## config.mk

```make
export PLATFORM = sky130hd
export DESIGN_NAME = adcs_seq
export DESIGN_NICKNAME = d
export VERILOG_FILES = /design/src/core/adcs_pkg.sv /design/src/core/adcs_seq.sv
export VERILOG_INCLUDE_DIRS = /design/src /design/src/core
export SDC_FILE = /design/constraint.sdc
export NUM_CORES = 1
export LEC_CHECK = 0
export BUFFER_PORTS_ARGS = -buffer_cell sky130_fd_sc_hd__buf_4
export CAP_MARGIN = 30
export CORE_UTILIZATION = 60
export CTS_BUF_LIST = sky130_fd_sc_hd__clkbuf_8
export DETAILED_ROUTE_END_ITERATION = 8
export PLACE_DENSITY = 0.92
export RECOVER_POWER = 50
export SYNTH_ARGS = -nofsm -noshare
export SYNTH_HDL_FRONTEND = slang
export SYNTH_HIERARCHICAL = 1
export SYNTH_SLANG_ARGS = --single-unit
```

## constraint.sdc

```tcl
create_clock -name mclk -period 4.6 [get_ports mclk]
set_input_delay 1.15 -clock mclk [delete_from_list [all_inputs] [get_ports mclk]]
set_output_delay 1.15 -clock mclk [all_outputs]
set_load 0.02 [all_outputs]
```

## src/core/adcs_defs.svh

```systemverilog
`ifndef ADCS_DEFS_SVH
`define ADCS_DEFS_SVH
// ----------------------------------------
// register byte offsets
// ----------------------------------------
`define ADCS_OFS_CTRL_A 8'h00
`define ADCS_OFS_CTRL_B 8'h04
`define ADCS_OFS_CTRL_C 8'h08
`define ADCS_OFS_CTRL_D 8'h0c
`define ADCS_OFS_STATUS 8'h10
`define ADCS_OFS_RES0 8'h20
`define ADCS_OFS_RES7 8'h3c
// ----------------------------------------
// field positions
// ----------------------------------------
`define ADCS_A_MODE 0
`define ADCS_A_CHAN 2
`define ADCS_A_TRGSEL 5
`define ADCS_A_START 6
`define ADCS_B_SWPINS 0
`define ADCS_B_SWONE 2
`define ADCS_B_EXTIN 6
`define ADCS_C_GROUP 4
`define ADCS_C_TRGSRC 7
`define ADCS_D_DMA 2
`define ADCS_D_MPORT 5
// ----------------------------------------
// reset values, responses, timing
// ----------------------------------------
`define ADCS_CTRL_RST 8'h00
`define ADCS_RESP_OK 2'h0
`define ADCS_RESP_ERR 2'h2
`define ADCS_CONV_CYC 16
`endif

```

## src/core/adcs_pkg.sv

```systemverilog
package adcs_pkg;
  typedef enum logic [2:0] {
    ADCS_IDLE = 3'h1,
    ADCS_ARMED = 3'h2,
    ADCS_CONV = 3'h4
  } adcs_fsm_e;

  typedef enum logic [2:0] {
    ADCS_M_ONE = 3'h0,
    ADCS_M_REP = 3'h1,
    ADCS_M_SSW = 3'h2,
    ADCS_M_RSW0 = 3'h3,
    ADCS_M_RSW1 = 3'h4,
    ADCS_M_MPS = 3'h5,
    ADCS_M_MPR = 3'h6,
    ADCS_M_BAD = 3'h7
  } adcs_mode_e;

  typedef struct packed {
    logic [1:0] mode;
    logic [2:0] chan;
    logic trigSel;
    logic start;
    logic [1:0] sweepPins;
    logic sweepOne;
    logic [1:0] extIn;
    logic [1:0] groupSel;
    logic trigSrc;
    logic multiport;
    logic dmaUse;
  } adcs_ctrl_s;

  typedef struct packed {
    logic dma;
    logic [2:0] idx;
    logic [9:0] data;
  } adcs_res_s;
endpackage

```

## src/core/adcs_seq.sv

```systemverilog
// Chosen here: the address map and the AXI4-Lite register port.
`timescale 1ns/10ps
`include "adcs_defs.svh"

module adcs_fifo #(
  parameter int Width = 14,
  parameter int Depth = 8
) (
  input wire logic mclk,
  input wire logic rst,
  input wire logic inValid,
  output logic inReady,
  input wire logic [Width-1:0] inData,
  output logic outValid,
  input wire logic outReady,
  output logic [Width-1:0] outData
);
  localparam int Aw = $clog2(Depth);
  typedef struct packed {
    logic [Aw-1:0] wp;
    logic [Aw-1:0] rp;
    logic [Aw:0] count;
  } adcs_fifo_s;
  adcs_fifo_s st_reg, st_next;
  logic [Width-1:0] mem [Depth];
  logic wrEn, rdEn;

  assign inReady = st_reg.count != (Aw+1)'(Depth);
  assign outValid = st_reg.count != '0;
  assign outData = mem[st_reg.rp];
  assign wrEn = inValid && inReady;
  assign rdEn = outValid && outReady;

  always_comb begin
    st_next = st_reg;
    if (wrEn) begin
      st_next.wp = (st_reg.wp == Aw'(Depth-1)) ? '0 : st_reg.wp + 1'h1;
    end
    if (rdEn) begin
      st_next.rp = (st_reg.rp == Aw'(Depth-1)) ? '0 : st_reg.rp + 1'h1;
    end
    st_next.count = st_reg.count + (Aw+1)'(wrEn) - (Aw+1)'(rdEn);
  end

  always_ff @(posedge mclk) begin
    if (rst) begin
      st_reg <= '0;
    end else begin
      st_reg <= st_next;
    end
    if (wrEn) begin
      mem[st_reg.wp] <= inData;
    end
  end
endmodule // adcs_fifo

module adcs_seq #(
  parameter int ConvCycles = `ADCS_CONV_CYC,
  parameter int FifoDepth = 8
) (
  input wire logic mclk,
  input wire logic rst,
  input wire logic awvalid,
  output logic awready,
  input wire logic [7:0] awaddr,
  input wire logic wvalid,
  output logic wready,
  input wire logic [31:0] wdata,
  input wire logic [3:0] wstrb,
  output logic bvalid,
  input wire logic bready,
  output logic [1:0] bresp,
  input wire logic arvalid,
  output logic arready,
  input wire logic [7:0] araddr,
  output logic rvalid,
  input wire logic rready,
  output logic [31:0] rdata,
  output logic [1:0] rresp,
  input wire logic extTriggerPin,
  input wire logic motorTimerIrq,
  input wire logic [9:0] anaData,
  output logic [5:0] chanSel,
  output logic convActive,
  output logic convIrq,
  output logic dmaReq,
  input wire logic dmaAck
);
  typedef struct packed {
    logic awHave;
    logic wHave;
    logic [7:0] awAddr;
    logic [7:0] wData;
    logic wLow;
    logic bValid;
    logic [1:0] bResp;
    logic arRdy;
    logic rValid;
    logic [31:0] rData;
    logic [1:0] rResp;
    adcs_pkg::adcs_ctrl_s ctl;
    adcs_pkg::adcs_fsm_e fsm;
    logic [15:0] cnt;
    logic pinPrev;
    logic convIrq;
    logic [5:0] chanSel;
    logic [7:0][9:0] res;
    logic firstFull;
    logic awRdy, wRdy, convAct;
  } adcs_state_s;

  adcs_state_s st_reg, st_next;
  adcs_pkg::adcs_res_s fIn, fOut;
  logic fInValid, fInReady, fOutValid, fOutReady;
  logic doWr, push, hwTrig, single;
  adcs_pkg::adcs_mode_e modeNow;
  logic [5:0] selNow;
  logic [33:0] wrLook;

  // ----------------------------------------
  // helpers
  // ----------------------------------------
  function automatic adcs_pkg::adcs_mode_e modeOf(adcs_pkg::adcs_ctrl_s c);
    modeOf = adcs_pkg::ADCS_M_BAD;
    if (!c.multiport) begin
      case (c.mode)
        2'h0: if (!c.sweepOne) modeOf = adcs_pkg::ADCS_M_ONE;
        2'h1: if (!c.sweepOne) modeOf = adcs_pkg::ADCS_M_REP;
        2'h2: if (!c.sweepOne) modeOf = adcs_pkg::ADCS_M_SSW;
        default: modeOf = c.sweepOne ? adcs_pkg::ADCS_M_RSW1
                                     : adcs_pkg::ADCS_M_RSW0;
      endcase
    end else if (c.dmaUse && !c.sweepOne && c.mode[1]) begin
      modeOf = c.mode[0] ? adcs_pkg::ADCS_M_MPR
                         : adcs_pkg::ADCS_M_MPS;
    end
  endfunction

  // extended inputs sit above the four groups of eight
  function automatic logic [5:0] chanOf(adcs_pkg::adcs_ctrl_s c);
    if (c.extIn == 2'h1) begin
      chanOf = 6'h20;
    end else if (c.extIn == 2'h2) begin
      chanOf = 6'h21;
    end else begin
      chanOf = {1'h0, c.groupSel, c.chan};
    end
  endfunction

  function automatic logic [33:0] regRd(logic [7:0] a, adcs_state_s s);
    regRd = {`ADCS_RESP_OK, 32'h0};
    if (a == `ADCS_OFS_CTRL_A) begin
      regRd[7:0] = {1'h0, s.ctl.start, s.ctl.trigSel, s.ctl.chan,
                    s.ctl.mode};
    end else if (a == `ADCS_OFS_CTRL_B) begin
      regRd[7:0] = {s.ctl.extIn, 3'h0, s.ctl.sweepOne, s.ctl.sweepPins};
    end else if (a == `ADCS_OFS_CTRL_C) begin
      regRd[7:0] = {s.ctl.trigSrc, 1'h0, s.ctl.groupSel, 4'h0};
    end else if (a == `ADCS_OFS_CTRL_D) begin
      regRd[7:0] = {2'h0, s.ctl.multiport, 2'h0, s.ctl.dmaUse, 2'h0};
    end else if (a == `ADCS_OFS_STATUS) begin
      regRd[6:0] = {s.firstFull, s.fsm, modeOf(s.ctl)};
    end else if (a >= `ADCS_OFS_RES0 && a <= `ADCS_OFS_RES7 &&
                 a[1:0] == 2'h0) begin
      regRd[9:0] = s.res[a[4:2]];
    end else begin
      regRd[33:32] = `ADCS_RESP_ERR;
    end
  endfunction

  // ----------------------------------------
  // result buffer
  // ----------------------------------------
  // a full buffer holds the sequencer at the end of a conversion
  adcs_fifo #(.Width(14), .Depth(FifoDepth)) resFifo (
    .mclk(mclk),
    .rst(rst),
    .inValid(fInValid),
    .inReady(fInReady),
    .inData(fIn),
    .outValid(fOutValid),
    .outReady(fOutReady),
    .outData(fOut)
  );

  assign modeNow = modeOf(st_reg.ctl);
  assign selNow = chanOf(st_reg.ctl);
  assign wrLook = regRd(st_reg.awAddr, st_reg);
  assign single = modeNow == adcs_pkg::ADCS_M_ONE ||
                  modeNow == adcs_pkg::ADCS_M_REP;
  // edges only count once start is already set
  assign hwTrig = st_reg.ctl.trigSrc ? motorTimerIrq
                : st_reg.pinPrev && !extTriggerPin;
  assign fInValid = push;
  assign fIn = '{dma: st_reg.ctl.dmaUse, idx: st_reg.ctl.chan,
                 data: anaData};

  // ----------------------------------------
  // next state
  // ----------------------------------------
  always_comb begin
    st_next = st_reg;
    st_next.convIrq = 1'h0;
    st_next.pinPrev = extTriggerPin;
    push = 1'h0;
    fOutReady = 1'h0;
    if (st_reg.fsm != adcs_pkg::ADCS_CONV) begin
      st_next.chanSel = selNow;
    end
    case (st_reg.fsm)
      adcs_pkg::ADCS_IDLE: begin
        if (st_reg.ctl.start && single) begin
          st_next.cnt = 16'(ConvCycles - 1);
          st_next.fsm = st_reg.ctl.trigSel ? adcs_pkg::ADCS_ARMED
                                           : adcs_pkg::ADCS_CONV;
        end
      end
      adcs_pkg::ADCS_ARMED: begin
        if (!st_reg.ctl.start || !single) begin
          st_next.fsm = adcs_pkg::ADCS_IDLE;
        end else if (hwTrig) begin
          st_next.cnt = 16'(ConvCycles - 1);
          st_next.fsm = adcs_pkg::ADCS_CONV;
        end
      end
      adcs_pkg::ADCS_CONV: begin
        if (!st_reg.ctl.start || !single) begin
          st_next.fsm = adcs_pkg::ADCS_IDLE;
        end else if (st_reg.cnt != 16'h0) begin
          st_next.cnt = st_reg.cnt - 16'h1;
        end else if (fInReady) begin
          push = 1'h1;
          if (modeNow == adcs_pkg::ADCS_M_ONE) begin
            st_next.convIrq = 1'h1;
            if (!st_reg.ctl.trigSel) begin
              st_next.ctl.start = 1'h0;
              st_next.fsm = adcs_pkg::ADCS_IDLE;
            end else begin
              st_next.fsm = adcs_pkg::ADCS_ARMED;
            end
          end else begin
            st_next.convIrq = st_reg.ctl.dmaUse;
            st_next.cnt = 16'(ConvCycles - 1);
          end
        end
      end
      default: st_next.fsm = adcs_pkg::ADCS_IDLE;
    endcase
    // drain: the first result slot waits for the dma to take it
    if (dmaAck) begin
      st_next.firstFull = 1'h0;
    end
    if (fOutValid) begin
      if (!fOut.dma) begin
        fOutReady = 1'h1;
        st_next.res[fOut.idx] = fOut.data;
      end else if (!st_reg.firstFull || dmaAck) begin
        fOutReady = 1'h1;
        st_next.res[0] = fOut.data;
        st_next.firstFull = 1'h1;
      end
    end
    // bus write, after the sequencer so a software set wins
    if (awvalid && !st_reg.awHave) begin
      st_next.awHave = 1'h1;
      st_next.awAddr = awaddr;
    end
    if (wvalid && !st_reg.wHave) begin
      st_next.wHave = 1'h1;
      st_next.wData = wdata[7:0];
      st_next.wLow = wstrb[0];
    end
    if (st_reg.bValid && bready) begin
      st_next.bValid = 1'h0;
    end
    doWr = st_reg.awHave && st_reg.wHave && !st_reg.bValid;
    if (doWr) begin
      st_next.awHave = 1'h0;
      st_next.wHave = 1'h0;
      st_next.bValid = 1'h1;
      st_next.bResp = wrLook[33:32];
      if (st_reg.wLow) begin
        if (st_reg.awAddr == `ADCS_OFS_CTRL_A) begin
          st_next.ctl.mode = st_reg.wData[`ADCS_A_MODE +: 2];
          st_next.ctl.chan = st_reg.wData[`ADCS_A_CHAN +: 3];
          st_next.ctl.trigSel = st_reg.wData[`ADCS_A_TRGSEL];
          st_next.ctl.start = st_reg.wData[`ADCS_A_START];
        end else if (st_reg.awAddr == `ADCS_OFS_CTRL_B) begin
          st_next.ctl.sweepPins = st_reg.wData[`ADCS_B_SWPINS +: 2];
          st_next.ctl.sweepOne = st_reg.wData[`ADCS_B_SWONE];
          st_next.ctl.extIn = st_reg.wData[`ADCS_B_EXTIN +: 2];
        end else if (st_reg.awAddr == `ADCS_OFS_CTRL_C) begin
          st_next.ctl.groupSel = st_reg.wData[`ADCS_C_GROUP +: 2];
          st_next.ctl.trigSrc = st_reg.wData[`ADCS_C_TRGSRC];
        end else if (st_reg.awAddr == `ADCS_OFS_CTRL_D) begin
          st_next.ctl.dmaUse = st_reg.wData[`ADCS_D_DMA];
          st_next.ctl.multiport = st_reg.wData[`ADCS_D_MPORT];
        end
      end
    end
    if (st_reg.rValid && rready) begin
      st_next.rValid = 1'h0;
      st_next.arRdy = 1'h1;
    end
    if (st_reg.arRdy && arvalid) begin
      st_next.arRdy = 1'h0;
      st_next.rValid = 1'h1;
      {st_next.rResp, st_next.rData} = regRd(araddr, st_reg);
    end
    // registered copies keep ready and busy outputs glitch free
    st_next.awRdy = !st_next.awHave;
    st_next.wRdy = !st_next.wHave;
    st_next.convAct = st_next.fsm == adcs_pkg::ADCS_CONV;
  end

  always_ff @(posedge mclk) begin
    if (rst) begin
      st_reg <= '0;
      st_reg.ctl <= adcs_pkg::adcs_ctrl_s'(`ADCS_CTRL_RST);
      st_reg.fsm <= adcs_pkg::ADCS_IDLE;
      st_reg.arRdy <= 1'h1;
      st_reg.awRdy <= 1'h1;
      st_reg.wRdy <= 1'h1;
    end else begin
      st_reg <= st_next;
    end
  end

  assign awready = st_reg.awRdy;
  assign wready = st_reg.wRdy;
  assign bvalid = st_reg.bValid;
  assign bresp = st_reg.bResp;
  assign arready = st_reg.arRdy;
  assign rvalid = st_reg.rValid;
  assign rdata = st_reg.rData;
  assign rresp = st_reg.rResp;
  assign chanSel = st_reg.chanSel;
  assign convActive = st_reg.convAct;
  assign convIrq = st_reg.convIrq;
  assign dmaReq = st_reg.firstFull;
endmodule // adcs_seq

```

==> flow_summary_export.csv <==
group,metric,value,unit
sta,fin_tns_setup,0,ns
clocking,cts_inserted_buffers,44,
floorplan,rows,52,
synth,synth.top_cells.by_area,"dfxtp_1, edfxtp_1, mux2i_1",
synth,ys_warn_count,6,
floorplan,start_util,0.618,
finish,nets,1185,
pwr,vdd_ir_drop_max,0.313,mV
synth,synthTopCellsByCount,"dfxtp_1, nor2_1, mux2i_1",
sta,final_hold_viol_count,0,
synth,synth_top_area_share,0.278,
clocking,cts_tree,"built",
worst_hold_path,holdPathEnd,"chanSel[1]",
global_route,antenna_found_initial,0,
setup_path,startpoint_type,"register",
floorplan,coreArea,0.0204,mm²
synth,synth_edf_count,112,
setup_path,crit_chain,"or4_2 > and4bb_1 > nand2_1 > nor2_1 > and3_1 > nand2_2 > ha_1 > inv_1 > ha_1 > fa_1 > xnor2_1 > nor2_1",
place,postPlaceCellArea,0.0131,mm²
place,place_congestion,0.883,
place,port_buffers,70,
clocking,clkSlewWorstSetupHoldPaths,0.07,ns
synth,avgSynthCellArea,12.0,µm²
worst_hold_path,hold_depth,2,
detailed_routing,drc,0,
detailed_routing,wl,26300,µm
sta,rsz0062_at_grt,"no",
sta,worst_slack,1.05,ns
clocking,cts_resized,0,
clocking,clk_path_buf_depth,3,
setup_path,rr_endpoint,"resFifo/st_reg[2]",
finish,fin_cells,1403,
sta,setup_viol,0,
setup_path,timing.rr.start,"st_reg[102]",
clocking,clk_latency,0.57,ns
finish,diodes,0,
global_route,track_usage,0.252,
sta,fin_skew,0.0334,ns
setup_path,endpoint_kind,"register",
worst_hold_path,worstHoldStart,"chanSel[1]",
synth,yosysMostFrequentCell,"dfxtp_1",
pwr,p_total,6.34,mW
synth,synth-main-ff-cell,"dfxtp_1",
sta,period_minus_slack,3.55,ns
sta,slew_headroom,0.243,
finish,stdcell_area,0.0139,mm²
sta,fin_hold_ws,0.448,ns
pwr,p_leak,5.30,nW
global_route,grt_max_degree,68,
synth,synthesis.area,0.0126,mm²
clocking,cts_setup_buffers,0,
place,place_ws,1.18,ns
setup_path,worst_ep_required_time,5.00,ns
worst_hold_path,hold_class,"reg -> reg",
finish,largest_reg_flops,132,
place,hpwl,16700,µm
finish,fin_util,0.681,
synth,syn_inst,1051,
setup_path,slowest_delay,0.74,ns
sta,max_freq,0.281,GHz
clocking,clock-sinks,287,
global_route,grt_pass1_vias,8418,
synth,synth-seq-cells,287,
floorplan,dieArea,0.0215,mm²
synth,synth_top_area_cell,"dfxtp_1",
finish,area_delta_synth_final,10.2,%
synth,async_flop_share,0,
detailed_routing,drt_iter0_drc,651,
floorplan,io_pins,122,
detailed_routing,vias_per_cell,5.97,
setup_path,crit_type,"reg -> reg",
finish,drive_above_1_share,0.154,
place,dp_cells,1322,
detailed_routing,vias,8374,
synth,yosysUniqueCellTypes,71,
outcome,status,"completed",
detailed_routing,first_pass_iters,7,
global_route,grt.overflow.total,0,
setup_path,r2r_cells,12,
setup_path,worst_ep_arrival_time,3.96,ns
clocking,cts_hold_buf,0,
floorplan,fp.dieW,147,µm
floorplan,dieHeight,147,µm
setup_path,r2r_slack,1.05,ns
global_route,grt_pass1_wl,42700,µm
clocking,root_buffer,"clkbuf_8",
sta,drv_slew,0,
setup_path,crit_fanout,8,
detailed_routing,drt-wirelength-per-cell,18.8,µm
run,drv_cap,0,
synth,seq_area_frac_synth,0.546,
pwr,power_density,457,mW/mm²
detailed_routing,ant_nets,0,
clocking,htree_levels,2,
sta,max_slew.worst_pin.slew,1.14,ns
setup_path,critPathSlowestCell,"or4_2",
sta,period_share,0.773,
where the power goes:
part / switching, mW / internal, mW
clock: 0.974 / 1.17
sequential: 0.116 / 2.80
combinational: 0.706 / 0.576
total: 1.80 / 4.54
cell type report:
type | count | area [µm²]
Inverter | 17 | 63.8
Multi-Input combinational cell | 658 | 5140
Tap cell | 270 | 338
Fill cell | 1392 | 6500
Clock inverter | 28 | 188
Timing Repair Buffer | 90 | 533
Clock buffer | 53 | 729
Sequential cell | 287 | 6870
cell usage in the layout, fill, tap and decap left out, types with 20 or more instances in the layout:
master,instances
a21oi_1,50
buf_4,51
clkbuf_1,38
clkbuf_8,53
conb_1,24
dfxtp_1,175
edfxtp_1,112
inv_1,34
mux2i_1,117
mux4_1,25
mux4_2,22
nand2_1,55
nor2_1,137
o21ai_0,20
critical path, delay by kind of cell (launching register included):
| family | cells | cell delay [ns] |
|---|---|---|
| AND/OR/NAND/NOR | 7 | 1.93 |
| adder cells (fa/ha/maj) | 3 | 0.93 |
| flip-flops | 1 | 0.33 |
| XOR/XNOR | 1 | 0.16 |
| buffers and inverters | 1 | 0.04 |
worst max path at each step:
stage                      startpoint                end  cells past startpoint
after floorplan           st_reg[102]  resFifo/mem[0][0]                      7
after global placement    st_reg[102]  resFifo/st_reg[2]                     12
after detailed placement  st_reg[102]  resFifo/st_reg[2]                     12
after CTS                 st_reg[102]  resFifo/st_reg[2]                     12
after global routing      st_reg[102]  resFifo/st_reg[2]                     12
final                     st_reg[102]  resFifo/st_reg[2]                     12
routing by layer:
layer | global-route usage | vias to the layer above | routed length [µm]
li1 | - | 3880 | -
met1 | 0.318 | 4058 | 10700
met2 | 0.429 | 369 | 13000
met3 | 0.0494 | 67 | 1900
met4 | 0.0958 | 0 | 732
met5 | 0 | - | 0
cells by family (layout without fill, tap and decap cells):
group                    Yosys count  count (layout)  share of synthesized area
AO/OA/AOI/OAI                    116             116                     0.0579
XOR/XNOR                           2               2                    0.00139
adder cells (fa/ha/maj)           15              15                     0.0155
buffers and inverters            129             188                     0.0555
flip-flops                       287             287                      0.546
multiplexers                     179             179                      0.198
other                              1              24                   0.000298
AND/OR/NAND/NOR                  322             322                      0.125
No activity file was read; power rests on OpenSTA's default activity.
